### config.mk
export PLATFORM = sky130hd
export DESIGN_NAME = icd_decoder
export DESIGN_NICKNAME = d
export VERILOG_FILES = /design/src/inc/icd_pkg.sv /design/src/icd_decoder.sv
export SDC_FILE = /design/constraint.sdc
export NUM_CORES = 1
export LEC_CHECK = 0
export CAP_MARGIN = 40
export CORE_AREA = 2 2 110 112
export CTS_CLUSTER_SIZE = 16
export DETAILED_ROUTE_END_ITERATION = 10
export DIE_AREA = 0 0 112 114
export DONT_BUFFER_PORTS = 1
export PLACE_DENSITY_LB_ADDON = 0.25
export SLEW_MARGIN = 5
export SYNTH_ARGS = -nofsm -noshare
export SYNTH_HDL_FRONTEND = slang
export SYNTH_SLANG_ARGS = --single-unit
### constraint.sdc
create_clock -name REF_CLK_I -period 2.36 [get_ports REF_CLK_I]
set_input_delay 0.118 -clock REF_CLK_I [delete_from_list [all_inputs] [get_ports REF_CLK_I]]
set_output_delay 0.118 -clock REF_CLK_I [all_outputs]
set_load 0.01 [all_outputs]
### src/inc/icd_pkg.sv
package icd_pkg;
   localparam int WORD_W = 24;
   localparam int LIT_W = 23;
   localparam int OPC_LO = 16;
   localparam int OPC_W = 8;
   // Register byte offsets.
   localparam logic [7:0] ADR_CTRL = 8'h00;
   localparam logic [7:0] ADR_CORE_FLAGS = 8'h04;
   localparam logic [7:0] ADR_DSP_FLAGS = 8'h08;
   localparam logic [7:0] ADR_LAST_WORD = 8'h0C;
   localparam logic [1:0] CTRL_RESET = 2'h1;
   // Core flag bit positions: carry, digit carry, negative, overflow, sticky zero.
   localparam int FL_C = 4;
   localparam int FL_DC = 3;
   localparam int FL_N = 2;
   localparam int FL_OV = 1;
   localparam int FL_Z = 0;
   // Dsp flag bit positions.
   localparam int FD_OA = 3;
   localparam int FD_OB = 2;
   localparam int FD_SA = 1;
   localparam int FD_SB = 0;
   // Operand field positions inside the low 16 bits.
   localparam int F_BASE = 12;
   localparam int F_DMODE = 10;
   localparam int F_DREG = 6;
   localparam int F_SMODE = 4;
   localparam int F_SREG = 0;
   localparam int F_DSEL = 15;
   localparam int F_FADDR_W = 13;
   localparam int F_UNSIGNED_LITERAL_TEN = 4;
   localparam int F_BIT_POSITION_FIELD = 12;
   localparam int F_POSREG = 7;
   localparam int F_BBASE = 8;
   localparam int F_ACC = 15;
   localparam int F_AWB = 13;
   localparam int F_MX = 11;
   localparam int F_MY = 9;
   localparam int F_SHREG = 14;
   localparam int F_SLIT6 = 8;
   localparam int F_W2ADR_W = 7;
   localparam logic [OPC_W-1:0] OPC_NOP = 8'h00;
   localparam logic [OPC_W-1:0] OPC_BR_IND = 8'h01;
   localparam logic [OPC_W-1:0] OPC_CALL = 8'h02;
   localparam logic [OPC_W-1:0] OPC_JUMP = 8'h04;
   localparam logic [OPC_W-1:0] OPC_LONG = 8'h05;
   localparam logic [OPC_W-1:0] OPC_RET = 8'h06;
   localparam logic [OPC_W-1:0] OPC_RETI = 8'h07;
   localparam logic [3:0] COND_ALWAYS = 4'hF;
   localparam logic [3:0] SIZE_MASK_LIT_BYTE = 4'h1;
   localparam logic [9:0] UNSIGNED_LITERAL_TEN_BYTE_MAX = 10'h0FF;
   localparam logic [3:0] W13 = 4'hD;
   localparam logic [3:0] MAC_W_BASE = 4'h4;
   localparam logic [1:0] SZ_WORD = 2'h0;
   localparam logic [1:0] SZ_BYTE = 2'h1;
   localparam logic [1:0] SZ_DOUBLE = 2'h2;
   localparam logic [1:0] AWB_NONE = 2'h0;
   localparam logic [1:0] EXTRA_BRANCH = 2'h1;
   localparam logic [1:0] EXTRA_TABLE = 2'h1;
   localparam logic [1:0] EXTRA_RETURN = 2'h2;
   localparam logic [1:0] EXTRA_MOVD = 2'h1;
   typedef enum logic [3:0] {
      CLS_NOP = 4'b0000, CLS_WORKING_REG_ZERO = 4'b0001, CLS_FREG = 4'b0010, CLS_BIT = 4'b0011,
      CLS_LIT = 4'b0100, CLS_MAC = 4'b0101, CLS_DSP = 4'b0110, CLS_BRCOND = 4'b0111,
      CLS_BRIND = 4'b1000, CLS_CALL2 = 4'b1001, CLS_JUMP2 = 4'b1010, CLS_RET = 4'b1011,
      CLS_TABLE = 4'b1100, CLS_SKIP = 4'b1101, CLS_MOVD = 4'b1110, CLS_LONG2 = 4'b1111
   } icd_class_t;
   typedef enum logic [2:0] {
      ST_RUN = 3'b000, ST_WORD2 = 3'b001, ST_NOPS = 3'b010, ST_SKIPCHK = 3'b011,
      ST_SKIP2 = 3'b100
   } icd_state_t;
endpackage

### src/icd_decoder.sv
// Design decisions made here: the register offsets and strobed register access.
`timescale 1ns/10ps
// What this block does
// RULE1: 24-bit word, 8-bit opcode selects type.
// RULE2: Two-word unit; second word top byte zero.
// RULE3: Lone second word executes as no-operation.
// RULE4: One cycle; taken test or jump adds nop.
// RULE5: Branches, tables, returns take two/three cycles.
// RULE6: Skip costs two or three cycles.
// RULE7: Two-word instructions take two cycles.
// RULE8: Register ops: base, modified source, modified destination.
// RULE9: File ops: address plus file/W0 destination.
// RULE10: Bit ops: position from literal or register.
// RULE11: Literal ops: destination encoded only if different.
// RULE12: Multiply-accumulate: accumulator, multiplicands, prefetch, writeback.
// RULE13: Other dsp: accumulator, operand, shift source.
// RULE14: Writeback to W13 or [W13] post-increment two.
// RULE15: Bit field gives positions 0 to 15.
// RULE16: Ten-bit literal: 255 byte, 1023 word.
// RULE17: Program address literal has zero LSB.
// RULE18: Signed ten-bit literal spans -512 to 511.
// RULE19: Keep carry, digit, negative, overflow, sticky zero.
// RULE20: Keep overflow and saturate per accumulator.
// RULE21: Size suffix: byte, word, double, shadow.
// RULE22: Stall issue and insert nop slots.
module icd_decoder import icd_pkg::*; #(
   parameter int ADDR_W = 8,
   parameter int DATA_W = 32
) (
   input wire logic REF_CLK_I,
   input wire logic RST_I,
   input wire logic FETCH_VALID_I,
   input wire logic [WORD_W-1:0] FETCH_WORD_I,
   input wire logic SKIP_TAKEN_I,
   input wire logic DP_RESULT_VALID_I,
   input wire logic [4:0] DP_CORE_FLAGS_I,
   input wire logic [3:0] DP_DSP_FLAGS_I,
   input wire logic [ADDR_W-1:0] BUS_ADDR_I,
   input wire logic [DATA_W-1:0] BUS_WDATA_I,
   input wire logic BUS_WR_I,
   input wire logic BUS_RD_I,
   output logic [DATA_W-1:0] BUS_RDATA_O,
   output logic STALL_O,
   output logic ISSUE_O,
   output logic SECOND_WORD_O,
   output logic NOP_SLOT_O,
   output logic [OPC_W-1:0] OPCODE_O,
   output logic [3:0] CLASS_O,
   output logic [1:0] SIZE_O,
   output logic [3:0] BASE_REG_O,
   output logic [3:0] SRC_REG_O,
   output logic [1:0] SRC_MODE_O,
   output logic [3:0] DST_REG_O,
   output logic [1:0] DST_MODE_O,
   output logic [F_FADDR_W-1:0] FILE_ADDR_O,
   output logic DEST_IS_FILE_O,
   output logic [3:0] BIT_POS_O,
   output logic POS_FROM_REG_O,
   output logic [LIT_W-1:0] LITERAL_O,
   output logic ACC_SEL_O,
   output logic [1:0] AWB_MODE_O,
   output logic [8:0] MAC_PREFETCH_O,
   output logic SHIFT_FROM_REG_O,
   output logic OPERAND_ERR_O,
   output logic [4:0] CORE_FLAGS_O,
   output logic [3:0] DSP_FLAGS_O
);
   function automatic icd_class_t opc_class(input logic [OPC_W-1:0] opc);
      icd_class_t c;
      c = CLS_NOP;
      case (opc[7:4])
         4'h0: begin
            case (opc)
               OPC_BR_IND: c = CLS_BRIND;
               OPC_CALL: c = CLS_CALL2;
               OPC_JUMP: c = CLS_JUMP2;
               OPC_LONG: c = CLS_LONG2;
               OPC_RET, OPC_RETI: c = CLS_RET;
               default: c = CLS_NOP;
            endcase
         end
         4'h3: c = CLS_BRCOND;
         4'h4: c = CLS_WORKING_REG_ZERO;
         4'h5: c = CLS_LIT;
         4'h6: c = CLS_FREG;
         4'h7: c = CLS_BIT;
         4'h8: c = CLS_SKIP;
         4'h9: c = CLS_TABLE;
         4'hA: c = CLS_MOVD;
         4'hB: c = CLS_DSP;
         4'hC, 4'hD, 4'hE, 4'hF: c = CLS_MAC;
         default: c = CLS_NOP;
      endcase
      return c;
   endfunction

   function automatic logic is_two_word(input icd_class_t c);
      return (c == CLS_CALL2) || (c == CLS_JUMP2) || (c == CLS_LONG2);
   endfunction

   logic [1:0] ctrl_ff;
   logic [4:0] core_ff;
   logic [3:0] dsp_ff;
   logic [WORD_W-1:0] last_word_ff;
   icd_state_t state_ff;
   icd_state_t nxt_state;
   logic [1:0] cnt_ff;
   logic [1:0] nxt_cnt;
   logic [OPC_W-1:0] res_opc_ff;
   icd_class_t res_cls_ff;
   logic [OPC_W-1:0] opc;
   logic [15:0] ops;
   icd_class_t cls;
   logic cond_true;
   logic take_first;
   logic take_second;
   logic discard;
   logic [1:0] extra;

   assign opc = FETCH_WORD_I[WORD_W-1:OPC_LO]; // RULE1
   assign ops = FETCH_WORD_I[OPC_LO-1:0];
   assign cls = opc_class(opc);

   // Branch condition is tested against the flags held here.
   always_comb begin
      case (opc[2:0])
         3'h0: cond_true = core_ff[FL_OV];
         3'h1: cond_true = core_ff[FL_C];
         3'h2: cond_true = core_ff[FL_Z];
         3'h3: cond_true = core_ff[FL_N];
         3'h4: cond_true = ~core_ff[FL_OV];
         3'h5: cond_true = ~core_ff[FL_C];
         3'h6: cond_true = ~core_ff[FL_Z];
         default: cond_true = ~core_ff[FL_N];
      endcase
      if (opc[3:0] == COND_ALWAYS) begin
         cond_true = 1'b1;
      end
   end

   always_comb begin
      case (cls)
         CLS_BRCOND: extra = cond_true ? EXTRA_BRANCH : 2'h0; // RULE4
         CLS_BRIND: extra = EXTRA_BRANCH; // RULE5
         CLS_RET: extra = EXTRA_RETURN; // RULE5
         CLS_TABLE: extra = EXTRA_TABLE; // RULE5
         CLS_MOVD: extra = EXTRA_MOVD;
         default: extra = 2'h0;
      endcase
   end

   // Sequencer: issue, second word fetch, nop slots and skip discards.
   // A word counts as taken only at an edge where the fetch side also moves on.
   always_comb begin
      nxt_state = state_ff;
      nxt_cnt = cnt_ff;
      take_first = 1'b0;
      take_second = 1'b0;
      discard = 1'b0;
      case (state_ff)
         ST_RUN, ST_SKIPCHK: begin
            if (FETCH_VALID_I && !STALL_O && state_ff == ST_SKIPCHK && SKIP_TAKEN_I) begin
               discard = 1'b1; // RULE6
               nxt_state = is_two_word(cls) ? ST_SKIP2 : ST_RUN; // RULE6
            end else if (FETCH_VALID_I && !STALL_O) begin
               take_first = 1'b1;
               if (is_two_word(cls)) begin
                  nxt_state = ST_WORD2; // RULE7
               end else if (extra != 2'h0) begin
                  nxt_state = ST_NOPS; // RULE22
                  nxt_cnt = extra;
               end else if (cls == CLS_SKIP) begin
                  nxt_state = ST_SKIPCHK;
               end else begin
                  nxt_state = ST_RUN;
               end
            end
         end
         ST_WORD2: begin
            if (FETCH_VALID_I && !STALL_O) begin
               take_second = 1'b1; // RULE2
               nxt_state = ST_RUN;
            end
         end
         ST_NOPS: begin
            nxt_cnt = cnt_ff - 2'h1;
            if (cnt_ff == 2'h1) begin
               nxt_state = ST_RUN;
            end
         end
         ST_SKIP2: begin
            if (FETCH_VALID_I && !STALL_O) begin
               discard = 1'b1; // RULE6
               nxt_state = ST_RUN;
            end
         end
         default: nxt_state = ST_RUN;
      endcase
   end

   always_ff @(posedge REF_CLK_I) begin
      if (RST_I) begin
         state_ff <= ST_RUN;
         cnt_ff <= 2'h0;
      end else begin
         state_ff <= nxt_state;
         cnt_ff <= nxt_cnt;
      end
   end

   // Pipeline control outputs; the fetch side holds its word while stalled.
   always_ff @(posedge REF_CLK_I) begin
      if (RST_I) begin
         STALL_O <= 1'b0;
         ISSUE_O <= 1'b0;
         SECOND_WORD_O <= 1'b0;
         NOP_SLOT_O <= 1'b0;
      end else begin
         STALL_O <= (nxt_state == ST_NOPS) || !ctrl_ff[0]; // RULE22
         ISSUE_O <= take_first;
         SECOND_WORD_O <= take_second;
         NOP_SLOT_O <= discard || (state_ff == ST_NOPS) ||
                       (take_first && cls == CLS_NOP); // RULE3 RULE22
      end
   end

   // Operand field decode, registered on issue of the first word.
   always_ff @(posedge REF_CLK_I) begin
      if (RST_I) begin
         OPCODE_O <= OPC_NOP;
         CLASS_O <= CLS_NOP;
         SIZE_O <= SZ_WORD;
         BASE_REG_O <= 4'h0;
         SRC_REG_O <= 4'h0;
         SRC_MODE_O <= 2'h0;
         DST_REG_O <= 4'h0;
         DST_MODE_O <= 2'h0;
         FILE_ADDR_O <= '0;
         DEST_IS_FILE_O <= 1'b0;
         BIT_POS_O <= 4'h0;
         POS_FROM_REG_O <= 1'b0;
         LITERAL_O <= '0;
         ACC_SEL_O <= 1'b0;
         AWB_MODE_O <= AWB_NONE;
         MAC_PREFETCH_O <= 9'h000;
         SHIFT_FROM_REG_O <= 1'b0;
         OPERAND_ERR_O <= 1'b0;
      end else if (take_first) begin
         OPCODE_O <= opc; // RULE1
         CLASS_O <= cls;
         BASE_REG_O <= ops[F_BASE+:4]; // RULE8
         SRC_REG_O <= ops[F_SREG+:4];
         SRC_MODE_O <= ops[F_SMODE+:2];
         DST_REG_O <= ops[F_DREG+:4];
         DST_MODE_O <= ops[F_DMODE+:2];
         SIZE_O <= (cls == CLS_MOVD) ? SZ_DOUBLE : opc[1:0]; // RULE21
         FILE_ADDR_O <= '0;
         DEST_IS_FILE_O <= 1'b0;
         BIT_POS_O <= ops[F_BIT_POSITION_FIELD+:4]; // RULE15
         POS_FROM_REG_O <= 1'b0;
         LITERAL_O <= '0;
         ACC_SEL_O <= ops[F_ACC];
         AWB_MODE_O <= AWB_NONE;
         MAC_PREFETCH_O <= 9'h000;
         SHIFT_FROM_REG_O <= 1'b0;
         OPERAND_ERR_O <= 1'b0;
         case (cls)
            CLS_FREG: begin
               SIZE_O <= {1'b0, opc[0]};
               FILE_ADDR_O <= ops[F_FADDR_W-1:0]; // RULE9
               DEST_IS_FILE_O <= ops[F_DSEL]; // RULE9
               DST_REG_O <= 4'h0;
            end
            CLS_LIT: begin
               SIZE_O <= {1'b0, opc[0]};
               BASE_REG_O <= ops[3:0];
               DST_MODE_O <= 2'h0;
               DST_REG_O <= ops[F_DSEL] ? 4'h0 : ops[3:0]; // RULE11
               if (opc[1]) begin
                  LITERAL_O <= LIT_W'($signed(ops[F_UNSIGNED_LITERAL_TEN+:10])); // RULE18
               end else begin
                  LITERAL_O <= LIT_W'(ops[F_UNSIGNED_LITERAL_TEN+:10]);
                  OPERAND_ERR_O <= (opc[3:0] & SIZE_MASK_LIT_BYTE) != 4'h0 &&
                                   ops[F_UNSIGNED_LITERAL_TEN+:10] > UNSIGNED_LITERAL_TEN_BYTE_MAX; // RULE16
               end
            end
            CLS_BIT, CLS_SKIP: begin
               SIZE_O <= SZ_WORD;
               if (opc[0]) begin
                  FILE_ADDR_O <= {ops[11:0], 1'b0}; // RULE10
                  DEST_IS_FILE_O <= 1'b1;
               end else begin
                  BASE_REG_O <= ops[F_BBASE+:4];
                  POS_FROM_REG_O <= ops[F_POSREG]; // RULE10
               end
            end
            CLS_MAC: begin
               SRC_REG_O <= MAC_W_BASE + {2'b00, ops[F_MX+:2]}; // RULE12
               BASE_REG_O <= MAC_W_BASE + {2'b00, ops[F_MY+:2]};
               MAC_PREFETCH_O <= ops[8:0];
               AWB_MODE_O <= ops[F_AWB+:2]; // RULE14
               DST_REG_O <= W13; // RULE14
            end
            CLS_DSP: begin
               SHIFT_FROM_REG_O <= ops[F_SHREG]; // RULE13
               BASE_REG_O <= ops[F_SLIT6+:4];
               LITERAL_O <= LIT_W'($signed(ops[F_SLIT6+:6])); // RULE13
            end
            CLS_BRCOND: LITERAL_O <= LIT_W'($signed(ops));
            CLS_CALL2, CLS_JUMP2: begin
               LITERAL_O <= {7'h00, ops[15:1], 1'b0}; // RULE17
               OPERAND_ERR_O <= ops[0]; // RULE17
            end
            CLS_LONG2: LITERAL_O <= LIT_W'(ops);
            default: ;
         endcase
      end else if (take_second) begin
         if (CLASS_O == CLS_LONG2) begin
            DST_REG_O <= FETCH_WORD_I[3:0];
         end else begin
            LITERAL_O[LIT_W-1:OPC_LO] <= FETCH_WORD_I[F_W2ADR_W-1:0]; // RULE2
         end
         OPERAND_ERR_O <= OPERAND_ERR_O || (opc != OPC_NOP) ||
                          FETCH_WORD_I[15:F_W2ADR_W] != '0; // RULE2
      end
   end

   // Class and opcode of the instruction whose result the datapath returns.
   always_ff @(posedge REF_CLK_I) begin
      if (RST_I) begin
         res_cls_ff <= CLS_NOP;
         res_opc_ff <= OPC_NOP;
         last_word_ff <= '0;
      end else if (take_first) begin
         res_cls_ff <= cls;
         res_opc_ff <= opc;
         last_word_ff <= FETCH_WORD_I;
      end
   end

   // Flags: a same-cycle result update overrides a software write in the flag bits that the update writes.
   always_ff @(posedge REF_CLK_I) begin
      if (RST_I) begin
         core_ff <= 5'h00;
         dsp_ff <= 4'h0;
      end else begin
         if (BUS_WR_I && BUS_ADDR_I == ADR_CORE_FLAGS) begin
            core_ff <= BUS_WDATA_I[4:0];
         end
         if (BUS_WR_I && BUS_ADDR_I == ADR_DSP_FLAGS) begin
            dsp_ff <= BUS_WDATA_I[3:0];
         end
         if (DP_RESULT_VALID_I) begin
            case (res_cls_ff)
               CLS_WORKING_REG_ZERO, CLS_FREG, CLS_LIT: begin
                  core_ff[4:1] <= DP_CORE_FLAGS_I[4:1]; // RULE19
                  // Carry-chain forms only clear zero, never set it.
                  core_ff[FL_Z] <= (res_cls_ff == CLS_WORKING_REG_ZERO && res_opc_ff[2]) ?
                                   (core_ff[FL_Z] & DP_CORE_FLAGS_I[FL_Z]) :
                                   DP_CORE_FLAGS_I[FL_Z]; // RULE19
               end
               CLS_BIT, CLS_SKIP: core_ff[FL_Z] <= DP_CORE_FLAGS_I[FL_Z]; // RULE19
               CLS_MAC, CLS_DSP: dsp_ff <= DP_DSP_FLAGS_I; // RULE20
               default: ;
            endcase
         end
      end
   end

   always_ff @(posedge REF_CLK_I) begin
      if (RST_I) begin
         ctrl_ff <= CTRL_RESET;
      end else if (BUS_WR_I && BUS_ADDR_I == ADR_CTRL) begin
         ctrl_ff <= BUS_WDATA_I[1:0];
      end
   end

   always_ff @(posedge REF_CLK_I) begin
      if (RST_I) begin
         CORE_FLAGS_O <= 5'h00;
         DSP_FLAGS_O <= 4'h0;
      end else begin
         CORE_FLAGS_O <= core_ff;
         DSP_FLAGS_O <= dsp_ff;
      end
   end

   // Read data stands only in the cycle after the strobe; unmapped reads give zero.
   always_ff @(posedge REF_CLK_I) begin
      if (RST_I || !BUS_RD_I) begin
         BUS_RDATA_O <= '0;
      end else begin
         case (BUS_ADDR_I)
            ADR_CTRL: BUS_RDATA_O <= DATA_W'(ctrl_ff);
            ADR_CORE_FLAGS: BUS_RDATA_O <= DATA_W'(core_ff);
            ADR_DSP_FLAGS: BUS_RDATA_O <= DATA_W'(dsp_ff);
            ADR_LAST_WORD: BUS_RDATA_O <= DATA_W'(last_word_ff);
            default: BUS_RDATA_O <= '0;
         endcase
      end
   end
endmodule

=== Word level (Yosys, flattened, before mapping) ===
Cells that the tools add are included.
W data, S select, Z words.

* Bits in registers: 171
* Bits in latches: 0
* Bits in writable memories: 0
* ROM bits: 0
* Input bits: 80
* Output and inout port bits: 131
* Word-level logic and storage cells: 212
* Memories kept: 0

* Add/subtract/negate cells: 3
* $mul: 0
* Div/mod/pow operators: 0
* Order comparisons: 1
* Equality and inequality tests: 62
* Shift operators: 0
* Multiplexer cells: 64
* Bitwise gates (word level): 5
* Reduce and logical (&&, ||, !) cells: 45

{| class="wikitable"
|+ Operators by type and width
! kind !! number
|-
| $pmux W23 S5 || 1
|-
| $pmux W24 S4 || 1
|-
| $eq A4 B4 Y1 const B || 19
|-
| $eq A4 B3 Y1 const B || 11
|-
| $pmux W4 S11 || 1
|-
| $eq A8 B3 Y1 const B || 5
|-
| $mux W4 || 10
|-
| $pmux W13 S2 || 1
|-
| $mux W23 || 1
|-
| $mux W7 || 3
|-
| $eq A4 B2 Y1 const B || 5
|-
| $mux W2 || 10
|-
| $pmux W4 S5 || 1
|-
| $eq A8 B4 Y1 const B || 2
|-
| $pmux W4 S4 || 1
|-
| $reduce_or A2 Y1 || 8
|-
| $eq A3 B2 Y1 const B || 5
|-
| $mux W1 || 15
|-
| $mux W3 || 5
|-
| $mux W13 || 1
|-
| $eq A3 B3 Y1 const B || 4
|-
| $pmux W4 S3 || 1
|-
| $gt A10 B8 Y1 const B || 1
|-
| $mux W5 || 2
|-
| other kinds (29) || 66
|}

=== Depth between registers and ports, before layout ===
* Word-level depth: 15
* Mapped depth: 11
* Depth with buffers taken out: 8

=== Worst setup path before layout ===
No wires, ideal clock.

* Path type: input -> register
* Start: input FETCH_WORD_I[18]
* End: register LITERAL_O[21]
* Setup time: 0.079 ns
* Arrival time: 1.927 ns
* Required time: 2.281 ns
* Path slack: 0.353 ns
* Cell stages on the path: 9
* Path buffers: 2
* Cells stage by stage: buf_2 -> or3_1 -> a222oi_1 -> a41o_1 -> and2_4 -> buf_6 -> a21oi_2 -> o21a_4 -> a211oi_2

* Word-level cells in the longest chain between the ends: 8
* Elaborated cells between the ends (all ways): 18
* Classes of those cells: eq/ne: 12; mux: 4; reduce/logical: 2

{| class="wikitable"
|+ RTL lines
! item !! line !! RTL
|-
| from (decl) || icd_decoder.sv:33 || <nowiki>input wire logic [WORD_W-1:0] FETCH_WORD_I,</nowiki>
|-
| $eq A8 B3 Y1 || icd_decoder.sv:73 || <nowiki>case (opc)</nowiki>
|-
| $reduce_or A2 Y1 || icd_decoder.sv:73 ||
|-
| $pmux W4 S5 * || icd_decoder.sv:73 ||
|-
| $pmux W4 S11 * || icd_decoder.sv:71 || <nowiki>case (opc[7:4])</nowiki>
|-
| $eq A4 B4 Y1 || icd_decoder.sv:267 || <nowiki>case (cls)</nowiki>
|-
| $reduce_or A2 Y1 || icd_decoder.sv:267 ||
|-
| $pmux W23 S5 * || icd_decoder.sv:267 ||
|-
| $mux W7 * || icd_decoder.sv:248 || <nowiki>end else if (take_first) begin</nowiki>
|-
| to (signal assigned) || icd_decoder.sv:280 || <nowiki>LITERAL_O <= LIT_W'($signed(ops[F_UNSIGNED_LITERAL_TEN+:10]));</nowiki>
|-
| to (signal assigned) || icd_decoder.sv:282 || <nowiki>LITERAL_O <= LIT_W'(ops[F_UNSIGNED_LITERAL_TEN+:10]);</nowiki>
|-
| to (signal assigned) || icd_decoder.sv:307 || <nowiki>LITERAL_O <= LIT_W'($signed(ops[F_SLIT6+:6]));</nowiki>
|-
| to (decl) || icd_decoder.sv:59 || <nowiki>output logic [LIT_W-1:0] LITERAL_O,</nowiki>
|}

Mark *: on every way between the ends. The rest lies on a longest branch, timed or not.
A chain may end at the register's enable or synchronous reset.

=== Final worst setup path ===
* Start: input BUS_ADDR_I[5]
* End: register dsp_ff[1]

* Word-level cells in the longest chain between the ends: 5

{| class="wikitable"
|+ RTL lines
! item !! line !! RTL
|-
| from (decl) || icd_decoder.sv:38 || <nowiki>input wire logic [ADDR_W-1:0] BUS_ADDR_I,</nowiki>
|-
| $eq A8 B4 Y1 * || icd_decoder.sv:350 || <nowiki>if (BUS_WR_I && BUS_ADDR_I == ADR_DSP_FLAGS) begin</nowiki>
|-
| $logic_and A1 B1 Y1 * || icd_decoder.sv:350 ||
|-
| $mux W4 * || icd_decoder.sv:350 ||
|-
| $mux W4 || icd_decoder.sv:354 || <nowiki>case (res_cls_ff)</nowiki>
|-
| $mux W4 * || icd_decoder.sv:353 || <nowiki>if (DP_RESULT_VALID_I) begin</nowiki>
|-
| to (signal assigned) || icd_decoder.sv:351 || <nowiki>dsp_ff <= BUS_WDATA_I[3:0];</nowiki>
|-
| to (decl) || icd_decoder.sv:103 || <nowiki>logic [3:0] dsp_ff;</nowiki>
|}

Marks and branches as above.

==> impl_metrics.py <==
metrics = {
    "run_status": {
        "status": "finished, violations left",
        "violations": "negative hold slack",
    },
    "timing": {
        "fin_crit_ns": 2.25,
        "period_share_pct": 95.2,
        "fin_setup_tns_ns": 0,
        "max_clock_freq_mhz": 445,
        "maxSlewHeadroom_pct": 57.8,
        "hold_ws_ns": -0.00556,
        "fin_skew_ns": 0.0120,
        "slew_viol_final": 0,
        "tightest_slew_ns": 0.633,
        "final-setup-viol-count": 0,
        "rsz0062_at_grt": "false",
        "final_hold_viol_count": 1,
    },
    "grt": {
        "grt_pass1_wl_mm": 31.8,
        "grt_pass1_vias": 5709,
        "overflow": 0,
        "grt_max_degree": 117,
        "grtUsageTotal_pct": 32.2,
        "grt_antenna_before_repair": 1,
    },
    "setup_path": {
        "cp_slowest_stage_delay_ns": 0.59,
        "cpMostUsedCell": "nor2_1",
        "cp_slowest_cell": "or4_1",
        "path_class": "input pin to register",
        "cp_max_fo": 5,
        "r2r_cells": 7,
        "critPathBufInv": 1,
        "crit_chain": "or4_1, nor3_2, and2_1, nand3b_1, mux2i_1, nor2_1, a21oi_1, nor2_1, dlygate4sd3_1",
        "worst_ep_required_time_ns": 2.68,
        "arrival_ns": 2.57,
        "crit_family": "simple AND/OR/NAND/NOR gates",
        "startpoint_type": "input pin",
        "crit_cells": 9,
        "endpoint_kind": "register",
    },
    "floorplan": {
        "initial_core_util_pct": 58.1,
        "pin_count": 211,
        "core_um2": 11700,
        "die_area_um2": 12800,
        "rows": 40,
        "die-width_um": 112,
        "die_y_um": 114,
    },
    "cts": {
        "cts_max_level": 4,
        "cts_max_path_buffers": 2,
        "numCtsBuffers": 17,
        "root_buffer": "clkbuf_16",
        "clock-sinks": 148,
        "cts_tree": "yes",
        "post_cts_buffers": 0,
        "insertion_delay_ns": 0.43,
        "clkTransAtPathRegs_ns": 0.07,
    },
    "synthesis": {
        "synth_cell_types": 74,
        "synth_warnings": 0,
        "synthFlopType": "dfxtp_1",
        "seq_area_frac_synth_pct": 43.5,
        "syn_area_um2": 6800,
        "ys_seq_elements": 148,
        "async_flop_share_pct": 0,
        "synthCells": 804,
        "synth_edf_count": 0,
        "syn_avg_cell_area_um2": 8.46,
    },
    "placed_design": {
        "hpwl_mm": 13.0,
        "dpl_cell_area_um2": 6680,
        "port_buffers": 0,
        "place.gp.congestion": 0.871,
    },
    "drt": {
        "wire_per_inst_um": 22.2,
        "first_iter_violations": 729,
        "drc": 0,
        "antenna_left": 0,
        "via_per_inst": 6.34,
        "firstDrtPassIters": 5,
        "num_vias": 6128,
        "wl_mm": 21.5,
    },
    "cells_and_area": {
        "fillers": 950,
        "area_delta_synth_final_pct": 14.7,
        "seq_area_um2": 2970,
        "final_cell_area_um2": 7800,
        "drive_gt1_share_pct": 11.9,
        "multi_input_area_um2": 3330,
        "final_common_cell": "dfxtp_1",
        "final_cell_mix": "146 x dfxtp_1, 117 x nand2_1, 79 x nor2_1, 70 x a21oi_1, 48 x dlygate4sd3_1",
        "nets": 886,
    },
    "pwr": {
        "peakVddDrop_v": 0.000676,
        "powerDensity_nw_per_um2": 832,
        "leakagePower_nw": 2.87,
    },
    "worst_hold_path": {
        "hold_path.class": "input pin to register",
        "whs_path_depth": 3,
    },
    "run": {
        "maxCapViolCount": 0,
    },
}
worst reg2reg max path, delay by kind of cell, from the launching register on:
kind | cells | cell delay [ns]
xor gates and xnor gates | 1 | 0.12
DFF | 1 | 0.55
buffers and inverters | 2 | 0.83
AOI/OAI and AO/OA | 1 | 0.13
and+or+nand+nor | 3 | 0.47
synth_stat cells (4+ instances only):
master       n  area, um2
buf_2       11       55.1
a211oi_2     7       87.6
a22oi_1     21        158
o211ai_1     5       37.5
or3_1        4       25.0
nor3b_1      4       30.0
nor4_1       4       25.0
buf_4       26        195
mux2i_1     15        150
nand2b_1     4       25.0
nand2_1    117        439
a22o_1      14        123
nand3_1     24        120
nor2_1      79        297
nor3_1      11       55.1
a21oi_1     70        350
a31oi_1      7       43.8
dfxtp_1    148       2960
mux2_2       6       67.6
clkbuf_1    53        199
o21ai_0     13       65.1
buf_6        7       78.8
a211oi_1    10       75.1
a2bb2oi_1    5       43.8
a221oi_1    17        149
and3_1       4       25.0
inv_1        6       22.5
a222oi_1     7       70.1
and2_1      25        156
nor2b_1     18        113
nand4_1      4       25.0
per-layer routing:
layer	vias to the layer above	wire length [um]	track usage, %
met3	51	2450	12.2
met4	0	685	14.8
li1	2811	-	-
met5	-	0	0
met2	351	10100	52.2
met1	2915	8220	38.0
power breakdown:
group          internal (mW)  total [mW]  switching [mW]
logic                  0.376       0.938           0.562
registers               2.65        2.83           0.186
clock network           1.58        2.72            1.14
total                   4.60        6.49            1.89
through the flow:
step / setup slack (ns) / hold slack, ns / utilization [%] / std cells / total power [mW]
5_1_grt: 0.0384 / 0.0205 / 66.6 / 966 / 6.70
2_1_floorplan: 0.353 / 0.236 / - / 811 / 3.55
4_1_cts: 0.112 / 0.000176 / 66.5 / 965 / 6.45
6_report: 0.113 / -0.00556 / 66.6 / 966 / 6.49
3_5_place_dp: 0.128 / 0.202 / 57.1 / 884 / 3.65
3_3_place_gp: 0.192 / 0.198 / 57.0 / 883 / 3.62
state kept, by name, indices dropped and copies added, names as in the netlist, 2 cells and up:
| name | flops |
|---|---|
| BASE_REG_O | 4 |
| res_cls_ff | 4 |
| AWB_MODE_O | 2 |
| ctrl_ff | 2 |
| dsp_ff | 4 |
| DSP_FLAGS_O | 4 |
| DST_MODE_O | 2 |
| core_ff | 5 |
| SIZE_O | 2 |
| BIT_POS_O | 3 |
| CORE_FLAGS_O | 5 |
| last_word_ff | 20 |
| SRC_REG_O | 4 |
| state_ff | 3 |
| LITERAL_O | 23 |
| cnt_ff | 2 |
| FILE_ADDR_O | 13 |
| DST_REG_O | 4 |
| MAC_PREFETCH_O | 9 |
| BUS_RDATA_O | 24 |
layout make-up:
cell class,count,area share (%)
multi-input combinational,557,42.7
clock buffer,17,5.45
inverter,6,0.289
timing repair buffer,75,9.01
antenna,1,0.0321
tap,147,2.36
clock inverter,15,2.17
sequential,148,38.0
path summary, 6_finish.rpt:
path	to	slack, ns	startpoint
hold / removal	BUS_RDATA_O[1]	-0.006	BUS_ADDR_I[0]
setup reg to reg	dsp_ff[2]	0.14	res_cls_ff[0]
hold reg to reg	last_word_ff[10]	0.45	last_word_ff[10]
setup / recovery	dsp_ff[1]	0.11	BUS_ADDR_I[5]
repair_timing:
action / in CTS / in global routing
hold buffers: 49 / 0
hold endpoints to repair: 127 / 0
setup endpoints to repair: 0 / 9
gates resized for setup: 0 / 4
kinds of logic after synthesis:
kind of cell    after synthesis  synth area share [%]
compound gates              202                  21.5
fa+ha+maj                     1                 0.184
buf+inv                     106                  8.26
xor+xnor                      4                 0.625
other cells                   1                0.0551
flops                       148                  43.5
mux                          22                  3.53
simple gates                320                  22.3
(Power assumes the default switching activity.)
